==> config.mk <==
export PLATFORM = sky130hd
export DESIGN_NAME = low_power_clock_manager
export DESIGN_NICKNAME = d
export VERILOG_FILES = /design/src/hw/lpcm_pkg.sv /design/src/hw/clk_en_div.sv /design/src/hw/low_power_clock_manager.sv
export SDC_FILE = /design/constraint.sdc
export NUM_CORES = 1
export LEC_CHECK = 0
export ABC_CLOCK_PERIOD_IN_PS = 1920
export BUFFER_PORTS_ARGS = -buffer_cell sky130_fd_sc_hd__buf_4
export CORE_MARGIN = 5
export CORE_UTILIZATION = 46
export DETAILED_ROUTE_END_ITERATION = 8
export PLACE_DENSITY_LB_ADDON = 0.15
export SLEW_MARGIN = 15
export SYNTH_ARGS = -nofsm -noshare
export SYNTH_HDL_FRONTEND = slang
export SYNTH_SLANG_ARGS = --single-unit
==> constraint.sdc <==
create_clock -name ref_clk -period 1.92 [get_ports ref_clk]
set_clock_uncertainty 0.1 [all_clocks]
set_input_delay 0.096 -clock ref_clk [delete_from_list [all_inputs] [get_ports ref_clk]]
set_output_delay 0.096 -clock ref_clk [all_outputs]
set_load 0.02 [all_outputs]
==> src/hw/lpcm_pkg.sv <==
/*
 Shared constants of the low-power clock manager: register offsets,
 field positions, reset values, mode codes and divider counts.
 Assumes nothing of its surroundings.
*/
package lpcm_pkg;
	localparam int          ADDR_W          = 8;
	localparam int          DATA_W          = 32;
	localparam int          NUM_PERIPH      = 8;
	localparam logic [7:0]  OFS_SLEEP_CTRL  = 8'h00;
	localparam logic [7:0]  OFS_PLL_FB_DIV  = 8'h04;
	localparam logic [7:0]  OFS_PERIPH_EN   = 8'h08;
	localparam logic [7:0]  OFS_STATUS      = 8'h0c;
	localparam int          MODE_LSB        = 0;
	localparam int          STOPSEL_LSB     = 2;
	localparam int          LIMP_BIT        = 4;
	localparam logic [1:0]  MODE_LIGHT      = 2'h0;
	localparam logic [1:0]  MODE_LIGHT_SLEEP_STATE_B       = 2'h1;
	localparam logic [1:0]  MODE_STOP       = 2'h2;
	localparam logic [1:0]  STOPSEL_NONE    = 2'h0;
	localparam logic [1:0]  STOPSEL_BUS     = 2'h1;
	localparam logic [1:0]  STOPSEL_PLL     = 2'h2;
	localparam logic [1:0]  STOPSEL_OSC     = 2'h3;
	localparam logic [4:0]  SLEEP_CTRL_RST  = 5'h00;
	localparam logic [7:0]  PLL_FB_DIV_MIN  = 8'h58;
	localparam logic [7:0]  PLL_FB_DIV_MAX  = 8'h87;
	localparam logic [7:0]  PLL_FB_DIV_RST  = 8'h6c;
	localparam logic [7:0]  PLL_FB_DIV_DEN  = 8'h0c;
	localparam logic [7:0]  PERIPH_EN_RST   = 8'hff;
	localparam int          PERIPH_SDRAM    = 0;
	localparam int          PERIPH_ETH      = 1;
	localparam int          REF_CLK_MHZ     = 16;
	localparam logic [7:0]  SYS_DIV         = 8'h02;
	localparam logic [7:0]  LIMP_DIV        = 8'h08;
endpackage

==> src/hw/clk_en_div.sv <==
/*
 Clock enable divider: one-cycle pulse every DIV cycles while enabled.
 Assumes a single clock domain; DIV is at least 1.
*/
`timescale 1ns/1ps
`default_nettype none
module clk_en_div #(
	parameter logic [7:0] DIV = 8'h02
) (
	input  wire logic ref_clk,
	input  wire logic arst_n,
	input  wire logic run,
	output logic      pulse
);
	logic [7:0] cnt_ff;
	logic [7:0] nxt_cnt;

	always_comb begin
		nxt_cnt = cnt_ff;
		if (!run || cnt_ff == DIV - 8'h01) begin
			nxt_cnt = 8'h00;
		end else begin
			nxt_cnt = cnt_ff + 8'h01;
		end
	end

	always_ff @(posedge ref_clk or negedge arst_n) begin
		if (!arst_n) begin
			cnt_ff <= 8'h00;
		end else begin
			cnt_ff <= nxt_cnt;
		end
	end

	// The pulse comes on the last count so a restart never shortens a period.
	assign pulse = run && (cnt_ff == DIV - 8'h01);
endmodule
`default_nettype wire

==> src/hw/low_power_clock_manager.sv <==
/*
 Low-power clock manager: halt-entered sleep states, clock gates, limp
 mode, peripheral clock enables and the PLL feedback divider register.
 Assumes the core gives a one-cycle halt pulse and that ext_irq and
 pll_lock arrive asynchronously; peripheral interrupts are synchronous.
*/
// Function
// - Halt enters the state chosen by mode field.
// - Light idle and light_sleep_state_b stop processor, memory clocks.
// - Deep stop also stops the system clock.
// - Deep stop gates bus, PLL, oscillator as selected.
// - Wait for PLL lock before waking from stop.
// - Only external interrupts wake deep stop.
// - Limp mode clocks processor from divided reference.
// - Limp sleep keeps peripherals except SDRAM, Ethernet.
// - Per-peripheral clock enables, writable any time.
// - PLL reference is the 16 MHz input.
// - Feedback divider sets multiplier 7.33 to 11.25.
// - System clock is half the core clock while the core runs.
`timescale 1ns/1ps
`default_nettype none
module low_power_clock_manager (
	input  wire logic                            ref_clk,
	input  wire logic                            arst_n,
	input  wire logic [lpcm_pkg::ADDR_W-1:0]     addr,
	input  wire logic [lpcm_pkg::DATA_W-1:0]     wdata,
	input  wire logic                            wr_stb,
	input  wire logic                            rd_stb,
	output logic      [lpcm_pkg::DATA_W-1:0]     rdata,
	input  wire logic                            halt_req,
	input  wire logic                            ext_irq,
	input  wire logic [lpcm_pkg::NUM_PERIPH-1:0] periph_irq,
	input  wire logic                            pll_lock,
	output logic                                 cpu_idle,
	output logic                                 cpu_clk_on,
	output logic                                 mem_clk_on,
	output logic                                 sys_clk_on,
	output logic                                 bus_clk_on,
	output logic                                 pll_on,
	output logic                                 osc_on,
	output logic                                 limp_sel,
	output logic                                 cpu_clk_en,
	output logic                                 sys_clk_en,
	output logic      [lpcm_pkg::NUM_PERIPH-1:0] periph_clk_on,
	output logic      [7:0]                      pll_fb_div
);
	typedef enum logic [5:0] {
		ST_RUN   = 6'h01,
		ST_LIGHT = 6'h02,
		ST_LIGHT_SLEEP_STATE_B  = 6'h04,
		ST_STOP  = 6'h08,
		ST_LOCK  = 6'h10,
		ST_WAKE  = 6'h20
	} pm_state_e;

	pm_state_e                       state_ff, nxt_state;
	logic [4:0]                      sleep_ctrl_ff, nxt_sleep_ctrl;
	logic [7:0]                      fb_div_ff, nxt_fb_div;
	logic [lpcm_pkg::NUM_PERIPH-1:0] periph_en_ff, nxt_periph_en;
	logic [1:0]                      stop_sel_ff, nxt_stop_sel;
	logic [lpcm_pkg::DATA_W-1:0]     rdata_ff, nxt_rdata;
	logic [2:0]                      irq_sync_ff, lock_sync_ff;
	logic                            irq_f_ff, lock_f_ff;
	logic                            nxt_irq_f, nxt_lock_f;
	logic                            cpu_idle_ff, cpu_on_ff, mem_on_ff, sys_on_ff;
	logic                            bus_on_ff, pll_on_ff, osc_on_ff, limp_ff;
	logic [lpcm_pkg::NUM_PERIPH-1:0] pclk_ff, nxt_pclk;
	logic                            nxt_idle, nxt_cpu_on, nxt_mem_on, nxt_sys_on;
	logic                            nxt_bus_on, nxt_pll_on, nxt_osc_on, nxt_limp;
	logic [lpcm_pkg::NUM_PERIPH-1:0] limp_mask;
	logic                            light_wake, sys_pulse, limp_pulse;
	logic                            limp_half_ff, nxt_limp_half;
	logic [7:0]                      wr_div;

	// Three-stage synchronisers; a level counts once stages two and three agree.
	always_comb begin
		nxt_irq_f  = (irq_sync_ff[1] == irq_sync_ff[2]) ? irq_sync_ff[2] : irq_f_ff;
		nxt_lock_f = (lock_sync_ff[1] == lock_sync_ff[2]) ? lock_sync_ff[2] : lock_f_ff;
	end

	always_ff @(posedge ref_clk or negedge arst_n) begin
		if (!arst_n) begin
			irq_sync_ff  <= 3'h0;
			lock_sync_ff <= 3'h0;
			irq_f_ff     <= 1'b0;
			lock_f_ff    <= 1'b0;
		end else begin
			irq_sync_ff  <= {irq_sync_ff[1:0], ext_irq};
			lock_sync_ff <= {lock_sync_ff[1:0], pll_lock};
			irq_f_ff     <= nxt_irq_f;
			lock_f_ff    <= nxt_lock_f;
		end
	end

	// Register file. Out-of-range divider writes clamp, since the PLL
	// cannot lock outside its multiplier range.
	always_comb begin
		nxt_sleep_ctrl = sleep_ctrl_ff;
		nxt_fb_div     = fb_div_ff;
		nxt_periph_en  = periph_en_ff;
		nxt_rdata      = '0;
		wr_div         = wdata[7:0];
		if (wr_stb) begin
			unique case (addr)
				lpcm_pkg::OFS_SLEEP_CTRL: nxt_sleep_ctrl = wdata[4:0];
				lpcm_pkg::OFS_PLL_FB_DIV: begin
					if (wr_div < lpcm_pkg::PLL_FB_DIV_MIN) begin
						nxt_fb_div = lpcm_pkg::PLL_FB_DIV_MIN;
					end else if (wr_div > lpcm_pkg::PLL_FB_DIV_MAX) begin
						nxt_fb_div = lpcm_pkg::PLL_FB_DIV_MAX;
					end else begin
						nxt_fb_div = wr_div;
					end
				end
				lpcm_pkg::OFS_PERIPH_EN: nxt_periph_en = wdata[lpcm_pkg::NUM_PERIPH-1:0];
				default: ;
			endcase
		end
		if (rd_stb) begin
			unique case (addr)
				lpcm_pkg::OFS_SLEEP_CTRL: nxt_rdata[4:0] = sleep_ctrl_ff;
				lpcm_pkg::OFS_PLL_FB_DIV: nxt_rdata[7:0] = fb_div_ff;
				lpcm_pkg::OFS_PERIPH_EN:  nxt_rdata[lpcm_pkg::NUM_PERIPH-1:0] = periph_en_ff;
				lpcm_pkg::OFS_STATUS:     nxt_rdata[8:0] = {lock_f_ff, stop_sel_ff, state_ff};
				default: ;
			endcase
		end
	end

	always_ff @(posedge ref_clk or negedge arst_n) begin
		if (!arst_n) begin
			sleep_ctrl_ff <= lpcm_pkg::SLEEP_CTRL_RST;
			fb_div_ff     <= lpcm_pkg::PLL_FB_DIV_RST;
			periph_en_ff  <= lpcm_pkg::PERIPH_EN_RST;
			rdata_ff      <= '0;
		end else begin
			sleep_ctrl_ff <= nxt_sleep_ctrl;
			fb_div_ff     <= nxt_fb_div;
			periph_en_ff  <= nxt_periph_en;
			rdata_ff      <= nxt_rdata;
		end
	end

	// Limp mode starves the SDRAM and Ethernet blocks, so their clocks and
	// interrupts are dropped there.
	always_comb begin
		limp_mask                          = '1;
		limp_mask[lpcm_pkg::PERIPH_SDRAM]  = ~nxt_sleep_ctrl[lpcm_pkg::LIMP_BIT];
		limp_mask[lpcm_pkg::PERIPH_ETH]    = ~nxt_sleep_ctrl[lpcm_pkg::LIMP_BIT];
		light_wake = irq_f_ff || (|(periph_irq & pclk_ff));
	end

	// Power state machine and the clock gates it drives.
	always_comb begin
		nxt_state    = state_ff;
		nxt_stop_sel = stop_sel_ff;
		unique case (state_ff)
			ST_RUN: begin
				if (halt_req) begin
					unique case (sleep_ctrl_ff[lpcm_pkg::MODE_LSB +: 2])
						lpcm_pkg::MODE_STOP: begin
							nxt_state    = ST_STOP;
							nxt_stop_sel = sleep_ctrl_ff[lpcm_pkg::STOPSEL_LSB +: 2];
						end
						lpcm_pkg::MODE_LIGHT_SLEEP_STATE_B: nxt_state = ST_LIGHT_SLEEP_STATE_B;
						default:             nxt_state = ST_LIGHT;
					endcase
				end
			end
			ST_LIGHT, ST_LIGHT_SLEEP_STATE_B: begin
				if (light_wake) begin
					nxt_state = ST_RUN;
				end
			end
			ST_STOP: begin
				if (irq_f_ff) begin
					nxt_state = (stop_sel_ff >= lpcm_pkg::STOPSEL_PLL) ? ST_LOCK : ST_WAKE;
				end
			end
			ST_LOCK: begin
				if (lock_f_ff) begin
					nxt_state = ST_WAKE;
				end
			end
			ST_WAKE: nxt_state = ST_RUN;
			default: nxt_state = ST_RUN;
		endcase

		nxt_idle   = (nxt_state != ST_RUN);
		nxt_cpu_on = (nxt_state == ST_RUN);
		nxt_mem_on = (nxt_state == ST_RUN);
		nxt_sys_on = !(nxt_state inside {ST_STOP, ST_LOCK});
		nxt_bus_on = !((nxt_state inside {ST_STOP, ST_LOCK})
			&& nxt_stop_sel != lpcm_pkg::STOPSEL_NONE);
		nxt_pll_on = !((nxt_state == ST_STOP)
			&& nxt_stop_sel >= lpcm_pkg::STOPSEL_PLL);
		nxt_osc_on = !((nxt_state == ST_STOP)
			&& nxt_stop_sel == lpcm_pkg::STOPSEL_OSC);
		nxt_limp   = nxt_sleep_ctrl[lpcm_pkg::LIMP_BIT];
		nxt_pclk   = (nxt_state inside {ST_STOP, ST_LOCK}) ? '0
			: (nxt_periph_en & limp_mask);
	end

	always_ff @(posedge ref_clk or negedge arst_n) begin
		if (!arst_n) begin
			state_ff    <= ST_RUN;
			stop_sel_ff <= lpcm_pkg::STOPSEL_NONE;
			cpu_idle_ff <= 1'b0;
			cpu_on_ff   <= 1'b1;
			mem_on_ff   <= 1'b1;
			sys_on_ff   <= 1'b1;
			bus_on_ff   <= 1'b1;
			pll_on_ff   <= 1'b1;
			osc_on_ff   <= 1'b1;
			limp_ff     <= 1'b0;
			pclk_ff     <= lpcm_pkg::PERIPH_EN_RST;
		end else begin
			state_ff    <= nxt_state;
			stop_sel_ff <= nxt_stop_sel;
			cpu_idle_ff <= nxt_idle;
			cpu_on_ff   <= nxt_cpu_on;
			mem_on_ff   <= nxt_mem_on;
			sys_on_ff   <= nxt_sys_on;
			bus_on_ff   <= nxt_bus_on;
			pll_on_ff   <= nxt_pll_on;
			osc_on_ff   <= nxt_osc_on;
			limp_ff     <= nxt_limp;
			pclk_ff     <= nxt_pclk;
		end
	end

	// The limp divider runs through sleep as well, since the system rate in
	// limp mode is taken from its pulses and must not stop in light idle.
	clk_en_div #(
		.DIV (lpcm_pkg::LIMP_DIV)
	) u_limp_div (
		.ref_clk (ref_clk),
		.arst_n  (arst_n),
		.run     (limp_ff),
		.pulse   (limp_pulse)
	);

	clk_en_div #(
		.DIV (lpcm_pkg::SYS_DIV)
	) u_sys_div (
		.ref_clk (ref_clk),
		.arst_n  (arst_n),
		.run     (sys_on_ff),
		.pulse   (sys_pulse)
	);

	// In limp mode the system enable takes every second core pulse, so the
	// two rates keep their two-to-one ratio and stay in phase.
	always_comb begin
		nxt_limp_half = limp_half_ff;
		if (!limp_ff) begin
			nxt_limp_half = 1'b0;
		end else if (limp_pulse) begin
			nxt_limp_half = ~limp_half_ff;
		end
	end

	always_ff @(posedge ref_clk or negedge arst_n) begin
		if (!arst_n) begin
			limp_half_ff <= 1'b0;
		end else begin
			limp_half_ff <= nxt_limp_half;
		end
	end

	assign cpu_clk_en    = cpu_on_ff && (limp_ff ? limp_pulse : 1'b1);
	assign sys_clk_en    = limp_ff ? (sys_on_ff && limp_pulse && limp_half_ff) : sys_pulse;
	assign rdata         = rdata_ff;
	assign cpu_idle      = cpu_idle_ff;
	assign cpu_clk_on    = cpu_on_ff;
	assign mem_clk_on    = mem_on_ff;
	assign sys_clk_on    = sys_on_ff;
	assign bus_clk_on    = bus_on_ff;
	assign pll_on        = pll_on_ff && !limp_ff;
	assign osc_on        = osc_on_ff;
	assign limp_sel      = limp_ff;
	assign periph_clk_on = pclk_ff;
	assign pll_fb_div    = fb_div_ff;

	AST_HALT_ENTERS: assert property (@(posedge ref_clk) disable iff (!arst_n)
		state_ff == ST_RUN && halt_req |=> state_ff != ST_RUN)
		else $error("Halt did not leave run.");
	AST_LIGHT_GATES: assert property (@(posedge ref_clk) disable iff (!arst_n)
		state_ff inside {ST_LIGHT, ST_LIGHT_SLEEP_STATE_B} |-> !cpu_clk_on && !mem_clk_on && sys_clk_on)
		else $error("Light sleep gating wrong.");
	AST_STOP_GATES: assert property (@(posedge ref_clk) disable iff (!arst_n)
		state_ff == ST_STOP |-> !cpu_clk_on && !mem_clk_on && !sys_clk_on && cpu_idle)
		else $error("Deep stop left a clock running.");
	AST_STOP_OSC: assert property (@(posedge ref_clk) disable iff (!arst_n)
		state_ff == ST_STOP && stop_sel_ff == lpcm_pkg::STOPSEL_OSC
		|-> !osc_on && !pll_on && !bus_clk_on)
		else $error("Stop selection not applied.");
	AST_LOCK_WAIT: assert property (@(posedge ref_clk) disable iff (!arst_n)
		state_ff == ST_LOCK && !lock_f_ff |=> state_ff == ST_LOCK)
		else $error("Woke before PLL lock.");
	AST_STOP_EXT_ONLY: assert property (@(posedge ref_clk) disable iff (!arst_n)
		state_ff == ST_STOP && !irq_f_ff |=> state_ff == ST_STOP)
		else $error("Deep stop woke without external interrupt.");
	AST_LIMP_MASK: assert property (@(posedge ref_clk) disable iff (!arst_n)
		limp_sel |-> !periph_clk_on[lpcm_pkg::PERIPH_SDRAM] && !periph_clk_on[lpcm_pkg::PERIPH_ETH])
		else $error("Limp mode clocks SDRAM or Ethernet.");
	AST_SYS_HALF: assert property (@(posedge ref_clk) disable iff (!arst_n)
		sys_clk_en |=> !sys_clk_en)
		else $error("System enable faster than half rate.");
	AST_SYS_ON_CORE: assert property (@(posedge ref_clk) disable iff (!arst_n)
		sys_clk_en && cpu_clk_on |-> cpu_clk_en)
		else $error("System enable off a core edge.");
	AST_FB_RANGE: assert property (@(posedge ref_clk) disable iff (!arst_n)
		pll_fb_div >= lpcm_pkg::PLL_FB_DIV_MIN && pll_fb_div <= lpcm_pkg::PLL_FB_DIV_MAX)
		else $error("Feedback divider out of range.");
	AST_WAKE_RUN: assert property (@(posedge ref_clk) disable iff (!arst_n)
		state_ff == ST_WAKE |=> state_ff == ST_RUN ##1 cpu_clk_on && sys_clk_on)
		else $error("Wake did not restore run.");
endmodule
`default_nettype wire

==> metrics.txt <==
# TYPE chip_impl_metric gauge
chip_impl_info{name="failing_checks",value="negative setup slack"} 1
chip_impl_metric{name="first_global_vias",unit=""} 2537
chip_impl_metric{name="starting_density",unit="%"} 47.14
chip_impl_metric{name="die_h",unit="um"} 98.76
chip_impl_metric{name="synthesis.area_per_instance",unit="sq um"} 11.96
chip_impl_info{name="layout.cells.most_common_list",value="78 x sky130_fd_sc_hd__buf_4, 51 x sky130_fd_sc_hd__dfrtp_1, 40 x sky130_fd_sc_hd__nor2_1, 26 x sky130_fd_sc_hd__dfstp_2, 23 x sky130_fd_sc_hd__conb_1"} 1
chip_impl_metric{name="drc",unit=""} 0
chip_impl_metric{name="critPathRequiredTime",unit="ns"} 1.72
chip_impl_metric{name="drt_first_pass_iters",unit=""} 5
chip_impl_metric{name="overflow_left_after_global_routing",unit=""} 0
chip_impl_metric{name="postSynth.asyncResetShare",unit="%"} 100.0
chip_impl_metric{name="synth_sequential_area_ratio",unit="%"} 54.07
chip_impl_metric{name="setup-tns-final",unit="ns"} -0.3522
chip_impl_metric{name="power_density",unit="nW/um^2"} 878.5
chip_impl_metric{name="max_freq",unit="MHz"} 474.4
chip_impl_metric{name="critPathArrivalTime",unit="ns"} 1.91
chip_impl_metric{name="grtUsageTotal",unit="%"} 16.50
chip_impl_info{name="setup.worst_path.class",value="flop to output port"} 1
chip_impl_info{name="layout_commonest_cell",value="sky130_fd_sc_hd__buf_4"} 1
chip_impl_metric{name="area_delta_synth_final",unit="%"} 28.76
chip_impl_metric{name="vias",unit=""} 2502
chip_impl_metric{name="final_layout_size_suffix_gt1_share",unit="%"} 40.00
chip_impl_metric{name="dp_hpwl",unit="mm"} 5.866
chip_impl_metric{name="synth_edf_count",unit=""} 0
chip_impl_info{name="rsz0062_at_grt",value="yes"} 1
chip_impl_metric{name="cts_buffers",unit=""} 9
chip_impl_metric{name="count_of_buffers_inserted_at_the_top_level_ports",unit=""} 65
chip_impl_metric{name="drt.antenna.violating_nets",unit=""} 0
chip_impl_metric{name="design.core.area",unit="sq um"} 7687
chip_impl_metric{name="design_power_total",unit="mW"} 4.099
chip_impl_metric{name="num_antenna_cells",unit=""} 0
chip_impl_metric{name="power.ir.vdd_worst",unit="V"} 0.0004360
chip_impl_metric{name="fp-row-count",unit=""} 32
chip_impl_metric{name="antenna_found_initial",unit=""} 0
chip_impl_metric{name="syn-cell-area",unit="sq um"} 3623
chip_impl_metric{name="min_tclk_post_route",unit="ns"} 2.108
chip_impl_metric{name="timing_hold_violations_final",unit=""} 0
chip_impl_info{name="setup.worst_path.end_class",value="output port"} 1
chip_impl_metric{name="ys_ff_latch",unit=""} 77
chip_impl_info{name="timing.critical_path.cells",value="or4_4 > nor3_4 > and3_1 > o21a_1 > buf_6"} 1
chip_impl_metric{name="drt_iter0_markers",unit=""} 72
chip_impl_info{name="crit_path_max_delay_cell_type",value="sky130_fd_sc_hd__or4_4"} 1
chip_impl_info{name="tritoncts",value="done"} 1
chip_impl_info{name="critical_path_start_type",value="flop"} 1
chip_impl_metric{name="synth_warnings",unit=""} 0
chip_impl_metric{name="die-width",unit="um"} 98.76
chip_impl_metric{name="latest_clock_arrival_within_the_worst_skew_pair",unit="ns"} 0.34
chip_impl_metric{name="grt_max_degree",unit=""} 46
chip_impl_info{name="hold_path.class",value="input pin to flop"} 1
chip_impl_metric{name="final-max-slew-violation-count",unit=""} 0
chip_impl_metric{name="utilization",unit="%"} 60.69
chip_impl_metric{name="drt-wirelength-per-cell",unit="um"} 15.44
chip_impl_metric{name="htreeDepth",unit=""} 3
chip_impl_metric{name="dieArea",unit="sq um"} 9753
chip_impl_metric{name="pin_count",unit=""} 113
chip_impl_metric{name="layout.area.seq",unit="sq um"} 1959
chip_impl_metric{name="combined_area_of_the_multi_input_logic_cells",unit="sq um"} 1534
chip_impl_metric{name="cp_max_fo",unit=""} 3
chip_impl_metric{name="worst_slew_pin_slew",unit="ns"} 0.5201
chip_impl_info{name="run_status",value="finished, violations left"} 1
chip_impl_metric{name="routed_wirelength",unit="mm"} 7.829
chip_impl_metric{name="first_pass_grt_wire_length",unit="mm"} 12.74
chip_impl_metric{name="synth_cells",unit=""} 303
chip_impl_metric{name="synth.lib_cells_used.distinct",unit=""} 55
chip_impl_metric{name="timing.max_slew.rel_slack",unit="%"} 65.33
chip_impl_metric{name="clk_transition_reported_paths",unit="ns"} 0.07
chip_impl_metric{name="fillerInstances",unit=""} 678
chip_impl_info{name="cts_root_buffer",value="sky130_fd_sc_hd__clkbuf_8"} 1
chip_impl_metric{name="nNetsFinal",unit=""} 460
chip_impl_metric{name="number_of_buffers_on_the_longest_clock_path",unit=""} 2
chip_impl_metric{name="numClockSinks",unit=""} 77
chip_impl_metric{name="setup_slack",unit="ns"} -0.1878
chip_impl_metric{name="max_cap_violations",unit=""} 0
chip_impl_info{name="synth_ff_type",value="sky130_fd_sc_hd__dfrtp_1"} 1
chip_impl_metric{name="final_estimated_routing_congestion_in_global_placement",unit=""} 0.8137
chip_impl_metric{name="finalSetupViolCount",unit=""} 2
chip_impl_metric{name="share_of_the_clock_period_used_by_the_worst_path",unit="%"} 109.8
chip_impl_metric{name="crit_path_max_incr_delay",unit="ns"} 0.55
chip_impl_metric{name="post_drt_via_cell_ratio",unit=""} 4.935
chip_impl_metric{name="p_leak",unit="nW"} 2.203
==> routing by layer <==
layer  vias to the layer above  global-route usage, %  part of all wire (%)
met5                         -                      0                     0
met4                         0                  5.987                   1.7
met3                        12                  4.176                   4.6
met2                        69                  27.01                    50
met1                      1227                  21.22                    44
li1                       1194                      -                     -
==> worst max-delay path, delay by kind of cell, from the launching register on <==
family                 cells  cell delay (ns)
AO/OA/AOI/OAI              1             0.13
flip-flops                 1             0.40
buffers and inverters      1             0.12
AND/OR/NAND/NOR            3             0.93
==> cells by family (layout without fill, tap and decap cells) <==
kind of cell             after synthesis  count (layout)  synth area share [%]
other                                  1              23                0.1035
multiplexers                          30              30                 11.53
XOR/XNOR                              14              14                 3.384
AND/OR/NAND/NOR                      108             108                 16.23
AO/OA/AOI/OAI                         27              27                 5.595
flip-flops                            77              77                 54.07
adder cells (fa/ha/maj)                7               7                 2.279
buffers and inverters                 39             119                 6.802
==> registers in the layout, summed over array words and instances (netlist names), 2 cells and up <==
signal             cells
rdata                  9
periph_clk_on          8
periph_en_ff           8
pll_fb_div             8
u_limp_div.cnt_ff      8
u_sys_div.cnt_ff       8
state_ff               6
sleep_ctrl_ff          4
irq_sync_ff            3
lock_sync_ff           3
stop_sel_ff            2
==> path summary, 6_finish.rpt <==
path / startpoint / slack [ns] / to / cells after the start
max in group asynchronous: arst_n / 0.96 / periph_en_ff[1] / 3
max: u_limp_div.cnt_ff[5] / -0.19 / sys_clk_en / 5
min: addr[2] / 0.07 / rdata[7] / 3
min reg2reg: lock_sync_ff[0] / 0.26 / lock_sync_ff[1] / 0
max reg2reg: state_ff[2] / 0.12 / pll_on_ff / 4
min in group asynchronous: arst_n / 0.13 / u_sys_div.cnt_ff[5] / 2
==> report_power, final <==
| part | total (mW) | switching (mW) | internal [mW] |
|---|---|---|---|
| clock | 1.39 | 0.555 | 0.840 |
| combinational | 0.790 | 0.392 | 0.398 |
| sequential | 1.91 | 0.135 | 1.78 |
==> cell usage after synthesis (2+ instances only) <==
master | n | area, sq um
sky130_fd_sc_hd__buf_2 | 2 | 10.01
sky130_fd_sc_hd__nand2_1 | 9 | 33.78
sky130_fd_sc_hd__xnor2_1 | 8 | 70.07
sky130_fd_sc_hd__a21oi_1 | 4 | 20.02
sky130_fd_sc_hd__nand2b_1 | 2 | 12.51
sky130_fd_sc_hd__mux2_4 | 7 | 105.1
sky130_fd_sc_hd__and3_1 | 5 | 31.28
sky130_fd_sc_hd__nor2_1 | 40 | 150.1
sky130_fd_sc_hd__or4_1 | 3 | 22.52
sky130_fd_sc_hd__maj3_1 | 2 | 20.02
sky130_fd_sc_hd__dfstp_2 | 26 | 683.2
sky130_fd_sc_hd__mux2i_1 | 2 | 20.02
sky130_fd_sc_hd__buf_4 | 24 | 180.2
sky130_fd_sc_hd__inv_1 | 8 | 30.03
sky130_fd_sc_hd__a22o_1 | 2 | 17.52
sky130_fd_sc_hd__ha_1 | 5 | 62.56
sky130_fd_sc_hd__and2_1 | 3 | 18.77
sky130_fd_sc_hd__nor3b_1 | 2 | 15.01
sky130_fd_sc_hd__mux2_2 | 16 | 180.2
sky130_fd_sc_hd__nor2b_1 | 15 | 93.84
sky130_fd_sc_hd__dfrtp_1 | 51 | 1276
sky130_fd_sc_hd__nand3_1 | 12 | 60.06
sky130_fd_sc_hd__nand4b_1 | 2 | 17.52
sky130_fd_sc_hd__xor2_1 | 6 | 52.55
sky130_fd_sc_hd__o21ai_0 | 4 | 20.02
sky130_fd_sc_hd__nand4_1 | 2 | 12.51
sky130_fd_sc_hd__mux4_2 | 5 | 112.6
sky130_fd_sc_hd__a22oi_1 | 6 | 45.04
sky130_fd_sc_hd__nor3_1 | 2 | 10.01
sky130_fd_sc_hd__clkbuf_1 | 3 | 11.26
==> metrics by stage <==
stage	instances	hold WS [ns]	instance area (sq um)	setup WS, ns
floorplan	325	-0.2996	3706	0.1039
global placement	473	-0.03756	4220	0.1293
detailed placement	473	-0.03793	4220	0.1006
CTS	506	0.05198	4639	-0.1772
global route	507	0.08295	4666	-0.2700
finish	507	0.06922	4666	-0.1878
==> what timing repair did <==
action / CTS / global route
pin swaps: 1 / 2
buffers inserted: 4 / 1
endpoints found under the setup margin: 2 / 3
hold buffers: 13 / 0
resized for setup: 5 / 3
hold endpoints to repair: 72 / 0
==> cell type report <==
cell class / count / area share [%]
clock buffer: 13 / 3.620
clock inverter: 3 / 1.448
inverter: 8 / 0.6436
tap: 102 / 2.735
timing repair buffer: 95 / 16.68
multi-input combinational: 209 / 32.88
sequential: 77 / 42.00
Note: power is estimated with default switching activity, not from simulation.
